### config.mk
export PLATFORM = sky130hd
export DESIGN_NAME = gauge_policy
export DESIGN_NICKNAME = d
export VERILOG_FILES = /design/src/inc/gauge_pkg.sv /design/src/design/gauge_policy.sv
export SDC_FILE = /design/constraint.sdc
export NUM_CORES = 2
export LEC_CHECK = 0
export CAP_MARGIN = 20
export CORE_AREA = 3 3 305 307
export DETAILED_ROUTE_END_ITERATION = 8
export DIE_AREA = 0 0 308 310
export DONT_BUFFER_PORTS = 1
export GPL_ROUTABILITY_DRIVEN = 1
export GPL_TIMING_DRIVEN = 0
export PLACE_DENSITY = 0.86
export SYNTH_ARGS = -nofsm -noshare
export SYNTH_HDL_FRONTEND = slang
export SYNTH_SLANG_ARGS = --single-unit
### constraint.sdc
create_clock -name pclk -period 204.8 [get_ports pclk]
set_input_delay 40.96 -clock pclk [delete_from_list [all_inputs] [get_ports pclk]]
set_output_delay 40.96 -clock pclk [all_outputs]
set_load 0.01 [all_outputs]
### src/inc/gauge_pkg.sv
package gauge_pkg;
  // register byte addresses
  localparam logic [7:0] off_ctrl          = 8'h00;
  localparam logic [7:0] off_status        = 8'h04;
  localparam logic [7:0] off_discharge_cfg = 8'h08;
  localparam logic [7:0] off_charge_cfg    = 8'h0c;
  localparam logic [7:0] off_flags         = 8'h10;
  localparam logic [7:0] off_table_sel     = 8'h14;
  localparam logic [7:0] off_counts        = 8'h18;
  localparam logic [7:0] off_soc_thresh    = 8'h1c;
  localparam logic [7:0] off_empty_volt    = 8'h20;
  localparam logic [7:0] off_relearn_lim   = 8'h24;
  localparam logic [7:0] off_relearn_clamp = 8'h28;
  localparam logic [7:0] off_full_cap      = 8'h2c;
  localparam logic [7:0] off_residual_cap  = 8'h30;
  localparam logic [7:0] off_meas          = 8'h34;
  localparam logic [7:0] off_meas2         = 8'h38;
  localparam logic [7:0] off_mode_cfg      = 8'h3c;

  // reset (nonvolatile default) values
  localparam logic [7:0]  rst_discharge_cfg = 8'h58;
  localparam logic [7:0]  rst_charge_cfg    = 8'h10;
  localparam logic [7:0]  rst_flags         = 8'h26;
  localparam logic [7:0]  rst_table_sel     = 8'h00;
  localparam logic [7:0]  rst_filter_count  = 8'h06;
  localparam logic [7:0]  rst_near_empty    = 8'h06;
  localparam logic [7:0]  rst_sample_intv   = 8'h0a;
  localparam logic [7:0]  rst_prog_window   = 8'h0a;
  localparam logic [7:0]  rst_low_soc       = 8'h06;
  localparam logic [7:0]  rst_high_soc      = 8'h7a;
  localparam logic [15:0] rst_first_volt    = 16'h0c1c;
  localparam logic [15:0] rst_final_volt    = 16'h0bb8;
  localparam logic [15:0] rst_relearn_curr  = 16'h1770;
  localparam logic [15:0] rst_relearn_err   = 16'h00c8;
  localparam logic [7:0]  rst_clamp         = 8'hcd;
  localparam logic [7:0]  rst_unclamped     = 8'h02;
  localparam logic [15:0] rst_full_cap      = 16'h1036;
  localparam logic [15:0] rst_residual      = 16'h0000;
  localparam logic [7:0]  rst_mode_limit    = 8'h0f;
  localparam logic [7:0]  rst_offset_cad    = 8'h3c;
  localparam logic [7:0]  rst_c_rate        = 8'h07;
  localparam logic [15:0] rst_cf_curr       = 16'h4000;

  // discharge_end_config bits
  localparam int dc_fixed_volt   = 7;
  localparam int dc_empty_flag1  = 6;
  localparam int dc_residual_now = 5;
  localparam int dc_alarm_first  = 4;
  localparam int dc_learn_first  = 3;
  localparam int dc_alarm_final  = 2;
  localparam int dc_zero_final   = 1;
  localparam int dc_no_negative  = 0;
  // charge_end_config bits
  localparam int ce_limit_cap    = 5;
  localparam int ce_over_alarm   = 4;
  localparam int ce_load_full    = 3;
  localparam int ce_trig_soc     = 2;
  localparam int ce_trig_avg     = 1;
  localparam int ce_trig_taper   = 0;
  // general_feature_flags bits
  localparam int gf_run_detect   = 0;
  // ctrl register bits
  localparam int ctl_period      = 0;
  localparam int ctl_prog_enter  = 1;
  localparam int ctl_charging    = 2;
  localparam int ctl_full        = 3;
  localparam int ctl_eoc_avg     = 4;
  localparam int ctl_eoc_taper   = 5;
  localparam int ctl_end_learn   = 6;

  localparam logic [7:0]  soc_full      = 8'h80;
  localparam logic [15:0] cf_divisor_sh = 16'd14;
  localparam logic [7:0]  c_rate_num    = 8'd28;
  localparam logic [8:0]  clamp_full    = 9'd255;

  typedef enum logic [2:0] {
    st_load = 3'b001,
    st_norm = 3'b010,
    st_prog = 3'b100
  } mode_e;

  typedef struct packed {
    logic [15:0] voltage;
    logic [15:0] current;
  } meas_s;
endpackage

### src/design/gauge_policy.sv
// Function
// discharge end true after filter count periods
// near-empty reset after valid voltage periods
// relearn needs full-to-empty, no charge, low current
// clamp learned capacity change to percentage
// skip clamp during initial cycles
// no update if error exceeds ceiling
// first empty voltage: residual capacity, relearn
// final empty voltage: optionally zero capacity
// emphasis switch at state-of-charge thresholds
// discharge-end config upper five bits
// discharge-end config lower three bits
// charge-end config bit controls
// general feature flags byte
// top two bits select lookup table
// sample mode measures every interval periods
// programming mode lasts half window count
// mode threshold limit times factor over 16384
// offset calibration repeats at cadence
// c-rate scale is 28 over max; the code only stores c_rate_scale and reads it back, never applies it
// report learned capacity as full charge
// load parameters at reset before decisions
//
// Design decisions made here: the APB register port and the address map.
module gauge_policy (
  input  wire logic        pclk,
  input  wire logic        presetn,
  input  wire logic        psel,
  input  wire logic        penable,
  input  wire logic        pwrite,
  input  wire logic [7:0]  paddr,
  input  wire logic [31:0] pwdata,
  output logic      [31:0] prdata,
  output logic             pready,
  output logic             pslverr,
  output logic             meas_start,
  output logic             offset_cal_start,
  output logic             voltage_emphasis,
  output logic             terminate_discharge_alarm,
  output logic             overcharge_alarm,
  output logic             fully_discharged,
  output logic      [1:0]  table_index
);
  logic [7:0]  discharge_end_config, charge_end_config;
  logic [7:0]  general_feature_flags, table_select_byte;
  logic [7:0]  discharge_end_filter_count, near_empty_reset_count;
  logic [7:0]  sample_mode_interval, programming_window_count;
  logic [7:0]  low_soc_emphasis_threshold, high_soc_emphasis_threshold;
  logic [15:0] first_empty_voltage, final_empty_voltage;
  logic [15:0] relearn_current_ceiling, relearn_error_ceiling;
  logic [7:0]  relearn_change_clamp, unclamped_initial_cycles;
  logic [15:0] learned_full_capacity, residual_capacity_value;
  logic [7:0]  mode_switch_current_limit, offset_cal_cadence, c_rate_scale;
  logic [15:0] current_correction_factor;
  logic [6:0]  ctrl;
  gauge_pkg::meas_s meas;
  logic [15:0] error_est;
  logic [7:0]  soc;
  logic [15:0] remaining;
  logic        run_mode, learn_ok, seen_full;
  logic [7:0]  empty_cnt, near_cnt, sample_cnt, cal_cnt, cycles_done;
  logic [7:0]  prog_cnt;
  logic        near_reset, empty1, empty2;
  gauge_pkg::mode_e mode;

  wire logic period = ctrl[gauge_pkg::ctl_period];
  wire logic wr = psel & penable & pwrite;
  wire logic rd_phase = psel & ~penable;
  wire logic decide = (mode != gauge_pkg::st_load);

  function automatic logic hit(input logic [7:0] off);
    return paddr == off;
  endfunction

  function automatic logic mapped(input logic [7:0] a);
    return a[1:0] == 2'b00 && a <= gauge_pkg::off_mode_cfg;
  endfunction

  // threshold current in mA from a raw limit and correction factor
  function automatic logic [15:0] scaled(input logic [7:0] lim,
                                          input logic [15:0] cf);
    logic [23:0] p;
    p = 24'(lim) * 24'(cf);
    return p[23:8] >> 6;
  endfunction

  // bus slave: zero wait states, error on unmapped addresses
  always_ff @(posedge pclk or negedge presetn) begin
    if (!presetn) begin
      pready  <= 1'b0;
      pslverr <= 1'b0;
    end else begin
      pready  <= psel & ~penable;
      pslverr <= psel & ~penable & ~mapped(paddr);
    end
  end

  always_ff @(posedge pclk or negedge presetn) begin
    if (!presetn) begin
      prdata <= 32'h0;
    end else if (rd_phase) begin
      unique case (1'b1)
        hit(gauge_pkg::off_ctrl):          prdata <= {25'h0, ctrl};
        hit(gauge_pkg::off_status):        prdata <= {remaining, soc,
            2'b0, mode == gauge_pkg::st_prog, run_mode, empty2, empty1,
            near_reset, seen_full};
        hit(gauge_pkg::off_discharge_cfg): prdata <= {24'h0,
            discharge_end_config};
        hit(gauge_pkg::off_charge_cfg):    prdata <= {24'h0,
            charge_end_config};
        hit(gauge_pkg::off_flags):         prdata <= {24'h0,
            general_feature_flags};
        hit(gauge_pkg::off_table_sel):     prdata <= {24'h0,
            table_select_byte};
        hit(gauge_pkg::off_counts):        prdata <= {
            programming_window_count, sample_mode_interval,
            near_empty_reset_count, discharge_end_filter_count};
        hit(gauge_pkg::off_soc_thresh):    prdata <= {16'h0,
            high_soc_emphasis_threshold, low_soc_emphasis_threshold};
        hit(gauge_pkg::off_empty_volt):    prdata <= {final_empty_voltage,
            first_empty_voltage};
        hit(gauge_pkg::off_relearn_lim):   prdata <= {relearn_error_ceiling,
            relearn_current_ceiling};
        hit(gauge_pkg::off_relearn_clamp): prdata <= {16'h0,
            unclamped_initial_cycles, relearn_change_clamp};
        hit(gauge_pkg::off_full_cap):      prdata <= {16'h0,
            learned_full_capacity};
        hit(gauge_pkg::off_residual_cap):  prdata <= {16'h0,
            residual_capacity_value};
        hit(gauge_pkg::off_meas):          prdata <= meas;
        hit(gauge_pkg::off_meas2):         prdata <= {16'h0, error_est};
        hit(gauge_pkg::off_mode_cfg):      prdata <= {
            current_correction_factor[7:0], c_rate_scale,
            offset_cal_cadence, mode_switch_current_limit};
        default:                           prdata <= 32'h0;
      endcase
    end
  end

  // parameter store: defaults stand for the nonvolatile image
  always_ff @(posedge pclk or negedge presetn) begin
    if (!presetn) begin
      discharge_end_config        <= gauge_pkg::rst_discharge_cfg;
      charge_end_config           <= gauge_pkg::rst_charge_cfg;
      general_feature_flags       <= gauge_pkg::rst_flags;
      table_select_byte           <= gauge_pkg::rst_table_sel;
      discharge_end_filter_count  <= gauge_pkg::rst_filter_count;
      near_empty_reset_count      <= gauge_pkg::rst_near_empty;
      sample_mode_interval        <= gauge_pkg::rst_sample_intv;
      programming_window_count    <= gauge_pkg::rst_prog_window;
      low_soc_emphasis_threshold  <= gauge_pkg::rst_low_soc;
      high_soc_emphasis_threshold <= gauge_pkg::rst_high_soc;
      first_empty_voltage         <= gauge_pkg::rst_first_volt;
      final_empty_voltage         <= gauge_pkg::rst_final_volt;
      relearn_current_ceiling     <= gauge_pkg::rst_relearn_curr;
      relearn_error_ceiling       <= gauge_pkg::rst_relearn_err;
      relearn_change_clamp        <= gauge_pkg::rst_clamp;
      unclamped_initial_cycles    <= gauge_pkg::rst_unclamped;
      residual_capacity_value     <= gauge_pkg::rst_residual;
      mode_switch_current_limit   <= gauge_pkg::rst_mode_limit;
      offset_cal_cadence          <= gauge_pkg::rst_offset_cad;
      c_rate_scale                <= gauge_pkg::rst_c_rate;
      current_correction_factor   <= gauge_pkg::rst_cf_curr;
      ctrl                        <= 7'h0;
      meas                        <= '0;
      error_est                   <= 16'h0;
    end else begin
      ctrl[gauge_pkg::ctl_period]     <= 1'b0;
      ctrl[gauge_pkg::ctl_prog_enter] <= 1'b0;
      if (wr) begin
        unique case (1'b1)
          hit(gauge_pkg::off_ctrl): ctrl <= pwdata[6:0];
          hit(gauge_pkg::off_discharge_cfg):
            discharge_end_config <= pwdata[7:0];
          hit(gauge_pkg::off_charge_cfg):
            charge_end_config <= {2'b0, pwdata[5:0]};
          hit(gauge_pkg::off_flags): general_feature_flags <= pwdata[7:0];
          hit(gauge_pkg::off_table_sel): table_select_byte <= pwdata[7:0];
          hit(gauge_pkg::off_counts): begin
            discharge_end_filter_count <= pwdata[7:0];
            near_empty_reset_count     <= pwdata[15:8];
            sample_mode_interval       <= pwdata[23:16];
            programming_window_count   <= pwdata[31:24];
          end
          hit(gauge_pkg::off_soc_thresh): begin
            low_soc_emphasis_threshold  <= pwdata[7:0];
            high_soc_emphasis_threshold <= pwdata[15:8];
          end
          hit(gauge_pkg::off_empty_volt): begin
            first_empty_voltage <= pwdata[15:0];
            final_empty_voltage <= pwdata[31:16];
          end
          hit(gauge_pkg::off_relearn_lim): begin
            relearn_current_ceiling <= pwdata[15:0];
            relearn_error_ceiling   <= pwdata[31:16];
          end
          hit(gauge_pkg::off_relearn_clamp): begin
            relearn_change_clamp     <= pwdata[7:0];
            unclamped_initial_cycles <= pwdata[15:8];
          end
          hit(gauge_pkg::off_residual_cap):
            residual_capacity_value <= pwdata[15:0];
          hit(gauge_pkg::off_meas): meas <= pwdata;
          hit(gauge_pkg::off_meas2): error_est <= pwdata[15:0];
          hit(gauge_pkg::off_mode_cfg): begin
            mode_switch_current_limit <= pwdata[7:0];
            offset_cal_cadence        <= pwdata[15:8];
            c_rate_scale              <= pwdata[23:16];
            current_correction_factor <= {8'h0, pwdata[31:24]};
          end
          default: ;
        endcase
      end
    end
  end

  // one load cycle after reset before any decision, then programming
  // window is counted in measurement periods
  always_ff @(posedge pclk or negedge presetn) begin
    if (!presetn) begin
      mode     <= gauge_pkg::st_load;
      prog_cnt <= 8'h0;
    end else begin
      unique case (mode)
        gauge_pkg::st_load: mode <= gauge_pkg::st_norm;
        gauge_pkg::st_norm:
          if (ctrl[gauge_pkg::ctl_prog_enter]) begin
            mode     <= gauge_pkg::st_prog;
            prog_cnt <= programming_window_count >> 1;
          end
        gauge_pkg::st_prog:
          if (prog_cnt == 8'h0) mode <= gauge_pkg::st_norm;
          else if (period) prog_cnt <= prog_cnt - 8'h1;
        default: mode <= gauge_pkg::st_load;
      endcase
    end
  end

  // sample/run selection and converter cadence
  always_ff @(posedge pclk or negedge presetn) begin
    if (!presetn) begin
      run_mode   <= 1'b0;
      sample_cnt <= 8'h0;
      meas_start <= 1'b0;
    end else begin
      meas_start <= 1'b0;
      if (decide && period) begin
        run_mode <= general_feature_flags[gauge_pkg::gf_run_detect] &
            (meas.current >
             scaled(mode_switch_current_limit, current_correction_factor));
        if (run_mode) begin
          meas_start <= 1'b1;
        end else if (sample_cnt + 8'h1 >= sample_mode_interval) begin
          meas_start <= 1'b1;
          sample_cnt <= 8'h0;
        end else begin
          sample_cnt <= sample_cnt + 8'h1;
        end
      end
    end
  end

  always_ff @(posedge pclk or negedge presetn) begin
    if (!presetn) begin
      cal_cnt          <= 8'h0;
      offset_cal_start <= 1'b0;
    end else begin
      offset_cal_start <= 1'b0;
      if (decide && period) begin
        if (cal_cnt + 8'h1 >= offset_cal_cadence) begin
          cal_cnt          <= 8'h0;
          offset_cal_start <= 1'b1;
        end else begin
          cal_cnt <= cal_cnt + 8'h1;
        end
      end
    end
  end

  // state-of-charge in 1/128 units, emphasis and lookup table
  always_ff @(posedge pclk or negedge presetn) begin
    if (!presetn) begin
      soc              <= 8'h0;
      voltage_emphasis <= 1'b0;
      table_index      <= 2'b00;
    end else begin
      soc <= (learned_full_capacity == 16'h0) ? 8'h0 :
          8'((32'(remaining) << 7) / 32'(learned_full_capacity));
      voltage_emphasis <= decide &&
          (soc <= low_soc_emphasis_threshold ||
           soc >= high_soc_emphasis_threshold);
      table_index <= table_select_byte[7:6];
    end
  end

  // discharge end detection with filtered persistence
  always_ff @(posedge pclk or negedge presetn) begin
    if (!presetn) begin
      empty_cnt  <= 8'h0;
      near_cnt   <= 8'h0;
      empty1     <= 1'b0;
      empty2     <= 1'b0;
      near_reset <= 1'b0;
    end else if (decide && period) begin
      if (meas.voltage <= first_empty_voltage) begin
        if (empty_cnt != 8'hff) empty_cnt <= empty_cnt + 8'h1;
      end else begin
        empty_cnt <= 8'h0;
      end
      empty1 <= meas.voltage <= first_empty_voltage &&
          empty_cnt + 8'h1 >= discharge_end_filter_count;
      empty2 <= meas.voltage <= final_empty_voltage &&
          empty_cnt + 8'h1 >= discharge_end_filter_count;
      if (meas.voltage != 16'h0 && near_cnt != 8'hff)
        near_cnt <= near_cnt + 8'h1;
      near_reset <= near_cnt + 8'h1 >= near_empty_reset_count;
    end
  end

  // capacity, relearn and alarms
  always_ff @(posedge pclk or negedge presetn) begin
    logic [16:0] delta, limit;
    logic [15:0] learned;
    delta = 17'h0;
    limit = 17'h0;
    learned = 16'h0;
    if (!presetn) begin
      learned_full_capacity     <= gauge_pkg::rst_full_cap;
      remaining                 <= gauge_pkg::rst_full_cap;
      seen_full                 <= 1'b0;
      learn_ok                  <= 1'b0;
      cycles_done               <= 8'h0;
      terminate_discharge_alarm <= 1'b0;
      overcharge_alarm          <= 1'b0;
      fully_discharged          <= 1'b0;
    end else if (decide) begin
      if (ctrl[gauge_pkg::ctl_charging]) learn_ok <= 1'b0;
      else if (meas.current > relearn_current_ceiling)
        learn_ok <= 1'b0;
      if (ctrl[gauge_pkg::ctl_full]) begin
        seen_full <= 1'b1;
        learn_ok  <= 1'b1;
      end
      if (ctrl[gauge_pkg::ctl_full] &&
          (charge_end_config[gauge_pkg::ce_trig_soc] &&
           soc > gauge_pkg::soc_full ||
           charge_end_config[gauge_pkg::ce_trig_avg] &&
           ctrl[gauge_pkg::ctl_eoc_avg] ||
           charge_end_config[gauge_pkg::ce_trig_taper] &&
           ctrl[gauge_pkg::ctl_eoc_taper])) begin
        overcharge_alarm <= charge_end_config[gauge_pkg::ce_over_alarm];
        if (charge_end_config[gauge_pkg::ce_load_full])
          remaining <= learned_full_capacity;
      end
      if (charge_end_config[gauge_pkg::ce_limit_cap] &&
          remaining > learned_full_capacity)
        remaining <= learned_full_capacity;
      if (empty1 && learn_ok &&
          discharge_end_config[gauge_pkg::dc_learn_first]) begin
        learn_ok <= 1'b0;
        learned  = learned_full_capacity - remaining + residual_capacity_value;
        delta = (learned > learned_full_capacity) ?
            17'(learned - learned_full_capacity) :
            17'(learned_full_capacity - learned);
        limit = 17'((25'(learned_full_capacity) * 25'(relearn_change_clamp))
            / 25'(gauge_pkg::clamp_full));
        if (error_est <= relearn_error_ceiling) begin
          if (cycles_done < unclamped_initial_cycles ||
              delta <= limit)
            learned_full_capacity <= learned;
          else if (learned > learned_full_capacity)
            learned_full_capacity <= learned_full_capacity + limit[15:0];
          else
            learned_full_capacity <= learned_full_capacity - limit[15:0];
          if (cycles_done != 8'hff) cycles_done <= cycles_done + 8'h1;
        end
      end
      if (ctrl[gauge_pkg::ctl_charging]) begin
        terminate_discharge_alarm <= 1'b0;
        fully_discharged          <= 1'b0;
      end
      if (empty1) begin
        if (discharge_end_config[gauge_pkg::dc_residual_now])
          remaining <= residual_capacity_value;
        if (discharge_end_config[gauge_pkg::dc_empty_flag1])
          fully_discharged <= 1'b1;
        if (discharge_end_config[gauge_pkg::dc_alarm_first])
          terminate_discharge_alarm <= 1'b1;
      end
      if (empty2) begin
        fully_discharged <= 1'b1;
        if (discharge_end_config[gauge_pkg::dc_alarm_final])
          terminate_discharge_alarm <= 1'b1;
        if (discharge_end_config[gauge_pkg::dc_zero_final])
          remaining <= 16'h0;
      end
    end
  end
endmodule

==> impl_metrics.json <==
{
  "synthArstFlopShare_pct": 100,
  "clockRootBuffer": "clkbuf_16",
  "syn_inst": 7241,
  "worstSetupStartpointType": "register",
  "antenna_found_initial": 8,
  "via_per_inst": 6.82,
  "detail_route.first_pass.iterations": 6,
  "r2r_start": "learned_full_capacity[2]$_DFFE_PN1P_",
  "tritoncts": "done",
  "wl_per_cell_um": 21.8,
  "grt_max_degree": 402,
  "max_freq_ghz": 0.00953,
  "worstPathRequired_ns": 205.14,
  "finalMaxSlewViolations": 54,
  "crit_path_frequent_cell": "o21a_1",
  "multiInputGateArea_sq_um": 45900,
  "hold_violations": 0,
  "die_h_um": 310,
  "yosysWarnings": 0,
  "fin_skew_ns": 0.0224,
  "pin_count": 87,
  "ctsLongestPathBuffers": 3,
  "synth_ff_type": "dfrtp_1",
  "maxSlewHeadroom_pct": -4.10,
  "dieArea_sq_um": 95500,
  "nets": 8185,
  "min-delay-path-class": "register to register",
  "synth_edf_count": 0,
  "dp_hpwl_um": 145000,
  "cts_setup_buffers": 0,
  "max-cap-violations": 0,
  "syn_area_sq_um": 58800,
  "drcViolationCount": 0,
  "gr-usage-all-layers_pct": 37.7,
  "finalCritPeriodShare_pct": 51.3,
  "layout_common_cells": "701 x ha_1, 579 x nand2_1, 509 x a21oi_1",
  "yosysSeqAreaShare_pct": 17.2,
  "slowest_delay_ns": 0.87,
  "ys_ff_latch": 401,
  "fin_area_sq_um": 61900,
  "layout_commonest_cell": "ha_1",
  "path_clk_slew_ns": 0.06,
  "ant_nets": 0,
  "min-delay-start": "table_select_byte[6]$_DFFE_PN0P_",
  "overflow": 0,
  "avgSynthCellArea_sq_um": 8.12,
  "dpl_cell_area_sq_um": 60500,
  "synthTopCellsByArea": "ha_1 15%, dfrtp_1 14%, mux2_2 6.9%",
  "status": "finished, violations left",
  "yosys.area_share.simple_pct": 20.4,
  "drt_iter0_markers": 6217,
  "wl_um": 186000,
  "post_synth_fa_ha_maj_area_fraction_pct": 19.7,
  "fill_cells": 7301,
  "startpoint": "learned_full_capacity[2]$_DFFE_PN1P_",
  "grt_pass1_vias": 55900,
  "start_util_pct": 65.1,
  "period_needed_ns": 104.98,
  "grt_pass1_wl_um": 293000,
  "numCtsBuffers": 40,
  "layout-drive-gt1-share_pct": 9.72,
  "path_class": "register to register",
  "violations": "slew limit",
  "rows": 110,
  "yosysTopAreaCellShare_pct": 14.9,
  "setup_viol": 0,
  "critPathCaptureType": "register",
  "core-area_sq_um": 90300,
  "worstMarginPinSlew_ns": 1.56,
  "post_synth_num_cell_types": 123,
  "cts_sinks": 401,
  "yosysTopAreaCell": "ha_1",
  "postCtsResizedCells": 0,
  "critPathSlowestCell": "nor3_1",
  "utilization_pct": 68.5,
  "rsz0062_at_grt": "false",
  "ctsHoldBuffers": 0,
  "area_delta_synth_final_pct": 5.21,
  "die_x_um": 308,
  "synth_top_family_by_area": "compound AO/OA/AOI/OAI gates",
  "cp_data_arrival_time_ns": 105.32,
  "io_buffers": 0,
  "vias": 58100,
  "gp_congestion": 1.03,
  "clock_latency_ns": 0.56,
  "regArea_sq_um": 10100,
  "path_max_fanout": 34,
  "synth-compound-area-share_pct": 23.9,
  "synthXorXnorAreaFrac_pct": 5.63,
  "fin_tns_setup_ns": 0,
  "htree_levels": 2,
  "yosys-mux-area-fraction_pct": 8.36
}
worst max-delay path: cells and delay by family, from the launching register on:
kind	cells	cell delay (ns)
compound gates	230	51.34
simple gates	106	22.07
buf+inv	50	16.09
fa+ha+maj	31	10.60
mux	10	3.77
flops	1	0.66
kinds of logic (layout without fill, tap and decap cells):
kind of cell | Yosys count | after routing
other | 1 | 12
muxes | 443 | 443
DFF | 401 | 401
adders and majority gates | 842 | 842
and+or+nand+nor | 2365 | 2365
xor gates and xnor gates | 377 | 377
AOI/OAI and AO/OA | 2077 | 2077
buffers and inverters | 735 | 819
cell usage after synthesis (all sizes together), types with 36 or more instances:
library cell,count
a211oi,63
a21o,195
a21oi,509
a22oi,134
a31oi,58
a41oi,36
and2,162
and3,79
buf,60
clkbuf,206
dfrtp,328
dfstp,73
fa,138
ha,701
inv,469
mux2,364
mux2i,79
nand2,581
nand2b,124
nand3,158
nand4,111
nor2,508
nor2b,81
nor3,253
nor4,65
o211ai,66
o21a,202
o21ai,343
o21bai,41
o31ai,90
or2,78
or3,49
xnor2,226
xor2,151
through the flow:
stage,instances,hold WS [ns],setup WS [ns]
floorplan,7249,0.369,121.33
detailed placement,8434,0.460,103.01
CTS,8508,0.478,102.33
finish,8512,0.478,99.82
global placement,8425,0.459,103.81
global route,8509,0.490,92.28
registers in the layout, summed over array words and instances (netlist names), 9 cells and up:
signal	flops
meas	32
current_correction_factor	9
final_empty_voltage	16
relearn_error_ceiling	16
first_empty_voltage	16
prdata	32
relearn_current_ceiling	16
error_est	16
remaining	16
residual_capacity_value	16
learned_full_capacity	16
final timing paths:
path	to	slack, ns	depth (start not counted)
hold reg to reg	table_index[0]$_DFF_PN0_	0.48	0
min in group asynchronous	near_cnt[3]$_DFFE_PN0P_	40.12	0
setup reg to reg	soc[0]$_DFF_PN0_	99.82	427
max in group asynchronous	empty_cnt[2]$_DFFE_PN0P_	163.44	0
hold / removal	table_index[0]$_DFF_PN0_	0.48	0
setup / recovery	soc[0]$_DFF_PN0_	99.82	427
layer usage:
metal | global-route usage, % | share of wire [%] | wire, um | up-vias
li1 | - | - | - | 26800
met1 | 48.1 | 40 | 73400 | 27600
met2 | 59.7 | 44 | 81100 | 2868
met3 | 8.16 | 10 | 19300 | 741
met4 | 20.3 | 6.3 | 11700 | 12
met5 | 0 | 0.039 | 73 | -
area by class of cell:
| type | count | area share [%] |
|---|---|---|
| multi-input combinational | 6113 | 74.2 |
| buffer | 266 | 1.73 |
| clock buffer | 57 | 1.93 |
| clock inverter | 17 | 0.283 |
| inverter | 469 | 2.85 |
| antenna | 3 | 0.0121 |
| timing repair buffer | 10 | 0.291 |
| sequential | 401 | 16.4 |
| tap | 1176 | 2.38 |
Power is not shown: default switching activity piles up to over one toggle a cycle in this logic, so the estimate is an artifact.
